==> src/adc_glue_pkg.sv <==
// Constants for the converter host-side glue logic
package adc_glue_pkg;
  localparam int DATA_W = 12;
  localparam int LOW_W = 8;
  localparam int HIGH_W = 4;
  localparam int CLK_MHZ = 200;
  // One-shot interrupt pulse width
  localparam int IRQ_PULSE_NS = 50;
  localparam int IRQ_PULSE_CYC = (IRQ_PULSE_NS * CLK_MHZ + 999) / 1000;
  // Software-delay wait before reading
  localparam int CONV_WAIT_NS = 15000;
  localparam int CONV_WAIT_CYC = (CONV_WAIT_NS * CLK_MHZ + 999) / 1000;
  // Low width of a generated start pulse
  localparam int START_PULSE_NS = 100;
  localparam int START_PULSE_CYC = (START_PULSE_NS * CLK_MHZ + 999) / 1000;
  // Cycles the read strobe stays low, including one wait state
  localparam int READ_CYC = 4;
  localparam int CNT_W = 16;
  localparam logic [1:0] ADDR_LOW = 2'h0;
  localparam logic [1:0] ADDR_HIGH = 2'h1;
  localparam logic [1:0] ADDR_START = 2'h2;
endpackage : adc_glue_pkg

==> src/adc_host_bus_glue.sv <==
// Host-side glue: start, completion, read strobe and 8+4 split read
`timescale 1ns/1ps
module adc_host_bus_glue (
  input wire logic clk,
  input wire logic rstn,
  // Host command side
  input wire logic reqValid,
  input wire logic [1:0] reqAddr,
  input wire logic reqWrite,
  input wire logic useSoftDelay,
  output logic reqReady,
  output logic rspValid,
  output logic [7:0] rspData,
  output logic irq,
  output logic convBusy,
  // Converter pins
  input wire logic busyN,
  input wire logic [11:0] adcData,
  output logic conversionStartN,
  output logic readN,
  output logic chipSelectN,
  output logic hostBusStrobeN,
  output logic readWriteN,
  output logic microstateCompleteN,
  output logic addressStrobeN,
  output logic transferAcknowledgeN
);
  typedef enum logic [4:0] {
    S_IDLE = 5'b00001,
    S_READ = 5'b00010,
    S_DONE = 5'b00100,
    S_START = 5'b01000,
    S_WAIT = 5'b10000
  } state_t;

  state_t state_q;
  logic [adc_glue_pkg::CNT_W-1:0] cnt_q;
  logic [adc_glue_pkg::CNT_W-1:0] irqCnt_q;
  logic [adc_glue_pkg::CNT_W-1:0] waitCnt_q;
  logic busyPrev_q;
  logic resultReady_q;
  logic [3:0] nibble_q;
  logic [7:0] rspData_q;
  logic rspValid_q;
  logic isLow_q;
  logic strobe_q;
  logic busyRise;
  logic busyFall;

  assign busyRise = busyN && !busyPrev_q;
  assign busyFall = !busyN && busyPrev_q;

  // Previous busy sample, registered for busy edge detection
  always_ff @(posedge clk or negedge rstn) begin
    if (!rstn) begin
      busyPrev_q <= 1'b1;
    end else begin
      busyPrev_q <= busyN;
    end
  end

  // Conversion start: decoded write only, low for a fixed pulse timed internally by cnt_q
  always_ff @(posedge clk or negedge rstn) begin
    if (!rstn) begin
      state_q <= S_IDLE;
      cnt_q <= '0;
      strobe_q <= 1'b0;
      isLow_q <= 1'b0;
    end else begin
      case (state_q)
        S_IDLE: begin
          if (reqValid && reqReady) begin
            cnt_q <= '0;
            isLow_q <= (reqAddr == adc_glue_pkg::ADDR_LOW);
            if (reqWrite && reqAddr == adc_glue_pkg::ADDR_START) begin
              state_q <= S_START;
            end else if (!reqWrite && reqAddr != adc_glue_pkg::ADDR_START) begin
              state_q <= S_READ;
              strobe_q <= 1'b1;
            end else begin
              state_q <= S_DONE;
            end
          end
        end
        S_START: begin
          cnt_q <= cnt_q + 1'b1;
          if (cnt_q == adc_glue_pkg::CNT_W'(adc_glue_pkg::START_PULSE_CYC - 1)) begin
            state_q <= S_DONE;
          end
        end
        S_READ: begin
          cnt_q <= cnt_q + 1'b1;
          if (cnt_q == adc_glue_pkg::CNT_W'(adc_glue_pkg::READ_CYC - 1)) begin
            state_q <= S_WAIT;
            strobe_q <= 1'b0;
          end
        end
        S_WAIT: begin
          state_q <= S_DONE;
        end
        S_DONE: begin
          state_q <= S_IDLE;
        end
        default: begin
          state_q <= S_IDLE;
        end
      endcase
    end
  end

  // Reads other than of the high byte wait for a finished conversion, by busy or by soft delay
  always_comb begin
    reqReady = (state_q == S_IDLE) &&
      (reqWrite || reqAddr == adc_glue_pkg::ADDR_HIGH || resultReady_q);
  end

  // Result-ready flag: set by busy end or soft-delay expiry, cleared by start
  always_ff @(posedge clk or negedge rstn) begin
    if (!rstn) begin
      resultReady_q <= 1'b0;
      waitCnt_q <= '0;
    end else begin
      if (state_q == S_START || busyFall) begin
        waitCnt_q <= adc_glue_pkg::CNT_W'(adc_glue_pkg::CONV_WAIT_CYC);
      end else if (waitCnt_q != '0) begin
        waitCnt_q <= waitCnt_q - 1'b1;
      end
      if (!useSoftDelay && busyRise) begin
        resultReady_q <= 1'b1;
      end else if (useSoftDelay && waitCnt_q == adc_glue_pkg::CNT_W'(1)) begin
        resultReady_q <= 1'b1;
      end else if (state_q == S_START || busyFall) begin
        resultReady_q <= 1'b0;
      end
    end
  end

  // One-shot interrupt on end of conversion
  always_ff @(posedge clk or negedge rstn) begin
    if (!rstn) begin
      irqCnt_q <= '0;
    end else if (busyRise) begin
      irqCnt_q <= adc_glue_pkg::CNT_W'(adc_glue_pkg::IRQ_PULSE_CYC);
    end else if (irqCnt_q != '0) begin
      irqCnt_q <= irqCnt_q - 1'b1;
    end
  end

  // Holding latch and read data
  always_ff @(posedge clk or negedge rstn) begin
    if (!rstn) begin
      nibble_q <= 4'h0;
      rspData_q <= 8'h00;
      rspValid_q <= 1'b0;
    end else begin
      rspValid_q <= 1'b0;
      if (state_q == S_READ && cnt_q == adc_glue_pkg::CNT_W'(adc_glue_pkg::READ_CYC - 1)) begin
        rspValid_q <= 1'b1;
        if (isLow_q) begin
          rspData_q <= adcData[7:0];
          nibble_q <= adcData[11:8];
        end else begin
          rspData_q <= {4'h0, nibble_q};
        end
      end else if (state_q == S_START) begin
        rspValid_q <= 1'b0;
      end
    end
  end

  always_comb begin
    irq = (irqCnt_q != '0);
    convBusy = !busyN;
    rspValid = rspValid_q;
    rspData = rspData_q;
    conversionStartN = !(state_q == S_START);
    hostBusStrobeN = !strobe_q;
    addressStrobeN = !strobe_q;
    readWriteN = 1'b1;
    readN = !(!hostBusStrobeN && readWriteN);
    chipSelectN = readN;
    transferAcknowledgeN = chipSelectN;
    microstateCompleteN = readN || (cnt_q == '0);
  end
endmodule : adc_host_bus_glue

==> config.mk <==
export PLATFORM = sky130hd
export DESIGN_NAME = adc_host_bus_glue
export DESIGN_NICKNAME = d
export VERILOG_FILES = /design/src/adc_glue_pkg.sv /design/src/adc_host_bus_glue.sv
export SDC_FILE = /design/constraint.sdc
export NUM_CORES = 1
export LEC_CHECK = 0
export CELL_PAD_IN_SITES_DETAIL_PLACEMENT = 1
export CELL_PAD_IN_SITES_GLOBAL_PLACEMENT = 2
export CORE_UTILIZATION = 40
export DETAILED_ROUTE_END_ITERATION = 7
export DONT_BUFFER_PORTS = 1
export GPL_TIMING_DRIVEN = 0
export PLACE_DENSITY_LB_ADDON = 0.05
export SLEW_MARGIN = 20
export SYNTH_ARGS = -nofsm -noshare
export SYNTH_HDL_FRONTEND = slang
export SYNTH_SLANG_ARGS = --single-unit
==> constraint.sdc <==
create_clock -name clk -period 3 [get_ports clk]
set_input_delay 0.15 -clock clk [delete_from_list [all_inputs] [get_ports clk]]
set_output_delay 0.15 -clock clk [all_outputs]
set_load 0.01 [all_outputs]
* After elaboration in Yosys (flattened, before gate mapping)
Index checks and enable logic that the tools add are counted.
** Storage, ports and cells
- Register bits after elaboration :: 70
- Bits of input ports :: 20
- Output and inout port bits :: 20
- Logic and storage cells :: 85
** Operators by class
- Add/subtract/negate cells :: 3
- Equal/unequal tests :: 15
- Multiplexer cells :: 22
- Reductions and logical operators :: 34
** Operators with widths (number)
- 2-to-1 mux 16 bit :: 5
- case mux 16 bit (2 select lines) :: 1
- nonzero test 16 bit :: 2
- subtractor 16 x 1 -> 16 bit, second input constant :: 2
- case mux 5 bit (4 select lines) :: 1
- adder 16 x 1 -> 16 bit, second input constant :: 1
- equality test 16 x 1 -> 1 bit, second input constant :: 1
- equality test 16 x 2 -> 1 bit, second input constant :: 1
- equality test 16 x 5 -> 1 bit, second input constant :: 1
- logical NOT 16 bit :: 1
- 2-to-1 mux 5 bit :: 3
- != test 2 bit, second input constant :: 6
- logical AND 1 bit :: 9
- 2-to-1 mux 1 bit :: 8
- 2-to-1 mux 8 bit :: 1
- nonzero test 2 bit :: 4
- logical NOT 1 bit :: 6
- AND reduction 2 bit :: 3
- equality test 5 x 1 -> 1 bit, second input constant :: 1
- equality test 5 x 2 -> 1 bit, second input constant :: 1
- equality test 5 x 4 -> 1 bit, second input constant :: 1
- equality test 5 bit, second input constant :: 1
- AND reduction 5 bit :: 1
- logical OR 1 bit :: 4
- other kinds (9) :: 9

* Logic depth before layout (Yosys ltp)
- Depth after elaboration :: 7
- Gate-level depth with buffers :: 7
- Depth with buffers taken out :: 6

* Worst setup path after synthesis
OpenSTA, ideal clock, no wires.
- Path type :: register -> register
- Start point :: register waitCnt_q[0] in the netlist's numbering
- End point :: register waitCnt_q[14] in the netlist's numbering
- Library setup time :: 78 ps
- Data arrival time :: 2102 ps
- Data required time :: 2922 ps
- Path slack :: 820 ps
- Stages on the path, launching flop included :: 8
- Buffers on the path :: 1
- Clock period less this slack :: 2180 ps
- Path through :: dfrtp_1 inv_1 ha_1 or3b_4 or4_1 clkbuf_2 or4_1 a21oi_1
** On the way
- Word-level cells in the longest chain between the ends :: 3
- Elaborated cells between the ends (all ways) :: 5
- Classes of those cells :: 1 x add/sub; 2 x mux; 2 x reduce/logical
** Ends and longest elaborated chain
- from (decl) :: line adc_host_bus_glue.sv:39 : logic [adc_glue_pkg::CNT_W-1:0] waitCnt_q;
- from (signal assigned) :: line adc_host_bus_glue.sv:124 : waitCnt_q <= adc_glue_pkg::CNT_W'(adc_glue_pkg::CONV_WAIT_CYC);
- from (signal assigned) :: line adc_host_bus_glue.sv:126 : waitCnt_q <= waitCnt_q - 1'b1;
- subtractor 16 x 1 -> 16 bit :: line adc_host_bus_glue.sv:126
- 2-to-1 mux 16 bit :: line adc_host_bus_glue.sv:125 : end else if (waitCnt_q != '0) begin
- 2-to-1 mux 16 bit :: line adc_host_bus_glue.sv:123 : if (state_q == S_START || busyFall) begin
Several ways; a longest one is shown, not always the timed one. The select of a mux whose other input is x is not followed.
A chain may end at the register's enable or synchronous reset.

* Final worst setup path
- Start point :: register state_q[0]
- End point :: register isLow_q
** On the way
- Word-level cells in the longest chain between the ends :: 4
** Ends and longest elaborated chain
- from (decl) :: line adc_host_bus_glue.sv:36 : state_t state_q;
- from (signal assigned) :: line adc_host_bus_glue.sv:65 : state_q <= S_IDLE;
- from (signal assigned) :: line adc_host_bus_glue.sv:76 : state_q <= S_START;
- from (signal assigned) :: line adc_host_bus_glue.sv:78 : state_q <= S_READ;
- equality test 5 x 1 -> 1 bit * :: line adc_host_bus_glue.sv:70, adc_host_bus_glue.sv:113
- logical AND 1 bit :: line adc_host_bus_glue.sv:113 : reqReady = (state_q == S_IDLE) &&
- logical AND 1 bit :: line adc_host_bus_glue.sv:72 : if (reqValid && reqReady) begin
- AND reduction 2 bit (no line) *
- to (signal assigned) :: line adc_host_bus_glue.sv:74 : isLow_q <= (reqAddr == adc_glue_pkg::ADDR_LOW);
- to (decl) :: line adc_host_bus_glue.sv:45 : logic isLow_q;
Mark *: on every way between the ends. The rest lies on a longest branch, timed or not.

==> results.toml <==
[synth]
synthTopCellsByArea = "dfrtp_1, mux2i_1, a21oi_1, o21ai_0, nand2_1"
synth_area_leader_cell = "dfrtp_1"
ys_warn_count = 0
yosys_register_bits = 70
yosys.cell_types.count = 66
synth-edff-count = 0
ys_seq_area_frac = 0.458
yosysTopAreaCellShare = 0.444
syn-instance-count = 394
synthFlopType = "dfrtp_1"
async_flop_share = 1.00
synth.avg_cell_area_um2 = 9.73
synth_area_mm2 = 0.00383
synth_nets = 421

[final_layout]
n_antenna_cell = 0
num-nets-final = 445
fill_cells = 1060
drive_gt1_frac = 0.106
seqCellArea_mm2 = 0.00175
multi_input_area_mm2 = 0.00191
post-route-util = 0.472
areaGrowthSynthToFinish_pct = 13.9

[route]
via_count = 3099
vias_per_cell = 5.61
drc_errors = 0
drtIter0Drc = 85
drt_wl_total_um = 9250
postRouteAntennaNets = 0
wl_per_cell_um = 16.7
first_pass_iters = 4

[grt]
grt_pass1_wl_um = 15800
grt_antenna_before_repair = 0
grt_pass1_vias = 3236
grt_max_degree = 71
gr-usage-all-layers = 0.201
overflow = 0

[critical_path]
slowest_delay_ns = 0.57
rr_worst_depth = 7
cp-end-kind = "flop"
crit_slowest_cell = "dlygate4sd3_1"
path_max_fanout = 10
worst-path-buf-inv = 3
worstSetupPathType = "flop to flop"
path_cells = "clkbuf_1 > nor3b_1 > o2111ai_1 > clkbuf_1 > nand2_1 > o31ai_1 > dlygate4sd3_1"
reg2reg_from = "state_q[0]"
worst_ep_required_time_ns = 3.24
crit_path_frequent_cell = "clkbuf_1"
r2r_slack_ns = 0.33
worstPathArrival_ns = 2.92
cpLargestDelayFamily = "buffers and inverters"
start_kind = "flop"
rr_endpoint = "isLow_q"

[sta]
finalHoldViolCount = 0
finalMaxSlewViolations = 0
clock-skew-final_ns = 0.0129
tns_ns = 0
worstMarginPinSlew_ns = 0.905
period_needed_ns = 2.67
slew_headroom = 0.391
finalCritPeriodShare = 0.891
fmax_ghz = 0.374
setup_viol_count_final = 0
rsz0062_at_grt = "no"

[floorplan]
die_area_mm2 = 0.00998
core_mm2 = 0.00924
die_w_um = 99.9
start_util = 0.415
fp.dieH_um = 99.9
boundaryPins = 40
placementRows = 35

[worst_hold_path]
min_from = "useSoftDelay"
holdPathStages = 2
min-delay-path-class = "primary input to flop"
worstHoldEndpoint = "resultReady_q"

[pwr]
power_density_mw_per_mm2 = 669
vdd_drop_max_uv = 323
p_leak_nw = 1.89

[clocking]
worstSkewPairLatency_ns = 0.35
path_clk_slew_ns = 0.09
numCtsBuffers = 9
post-cts-setup-buffers = 0
cts-root-buf = "clkbuf_8"
cts_tree = "built"
clockBufferDepth = 2
htreeDepth = 3
cts_sinks = 70
cts_resized = 0

[job]
max-cap-violations = 0

[run_status]
status = "finished, final reports clean"

[place]
gp_congestion = 0.736
io_buffers = 0
dpl.hpwl_um = 6280
==> timing repair <==
item                                   CTS  global route
hold buffers                            13             0
endpoints found under the hold margin   81             0
setup endpoints to repair                0             0
==> registers in the layout, summed over array words and instances (netlist names), 4 cells and up <==
name,count
waitCnt_q,16
cnt_q,16
irqCnt_q,16
nibble_q,4
rspData,8
state_q,5
==> metal layers <==
layer / GRT usage / wire length [um] / up-vias
met5: 0 / 0 / -
met4: 0.0713 / 129 / 0
met3: 0.0334 / 213 / 10
met2: 0.336 / 4550 / 29
met1: 0.264 / 4350 / 1555
li1: - / - / 1505
==> synthesized netlist by cell type, types with 9 or more instances <==
cell,count
nand4_1,11
or4_1,9
o21ai_0,22
or3_1,11
dfrtp_1,68
nand2b_1,9
nor2_1,23
nand3_1,12
a21oi_1,22
inv_1,21
nand2_1,29
mux2i_1,13
nor3_1,14
==> how the worst max path moves through the flow <==
stage	start	endpoint	slack (ns)	depth (start not counted)
2_1_floorplan	waitCnt_q[0]	waitCnt_q[14]	0.82	7
5_1_grt	waitCnt_q[12]	waitCnt_q[3]	0.22	4
3_3_place_gp	waitCnt_q[0]	waitCnt_q[14]	0.66	7
6_report	state_q[0]	isLow_q	0.33	7
3_5_place_dp	waitCnt_q[12]	waitCnt_q[3]	0.59	4
4_1_cts	state_q[0]	isLow_q	0.36	7
==> power breakdown <==
group          leakage, nW  internal [mW]  switching [mW]
Clock                0.109          0.471           0.390
Combinational        0.895          0.337           0.469
Sequential           0.890           1.08           0.172
==> logic make-up (layout without fill, tap and decap cells) <==
kind of cell,after synthesis,after routing,share of synthesized area
and+or+nand+nor,170,170,0.262
AOI/OAI and AO/OA,80,80,0.133
DFF,70,70,0.458
buffers and inverters,36,65,0.0428
muxes,25,25,0.0692
adders and majority gates,7,7,0.0229
xor gates and xnor gates,5,5,0.0114
other,1,1,0.000978
==> final cells by class <==
type,count,share of cell area
Sequential cell,70,0.402
Inverter,21,0.0181
Clock buffer,9,0.0284
Multi-Input combinational cell,288,0.439
Tap cell,129,0.0370
Buffer,15,0.0195
Clock inverter,7,0.0226
Timing Repair Buffer,13,0.0338
==> per-stage QoR <==
stage,setup WS [ns],hold WS (ns),instance area [um2],total power [mW],std cells
6_report,0.326,0.0515,4360,2.92,552
5_1_grt,0.219,0.0433,4360,3.14,552
4_1_cts,0.361,0.0419,4360,2.95,552
3_5_place_dp,0.593,-0.144,3990,2.04,523
3_3_place_gp,0.663,-0.144,3990,2.01,523
2_1_floorplan,0.820,-0.146,3830,1.83,394
==> cells in the final DEF (no fill, tap or decap), types with 5 or more instances in the layout <==
cell type	instances
dfrtp_1	68
nand2_1	29
nor2_1	23
o21ai_0	22
a21oi_1	22
inv_1	21
nor3_1	14
mux2i_1	13
nand3_1	12
dlygate4sd3_1	12
or3_1	11
nand4_1	11
nand2b_1	9
or4_1	9
clkbuf_8	9
mux2_2	8
o31ai_1	8
and4_1	7
ha_1	7
clkbuf_1	6
a31oi_1	6
nor4b_1	5
and3_1	5
o211ai_1	5
buf_4	5
Power figures use the tool's default switching activity.
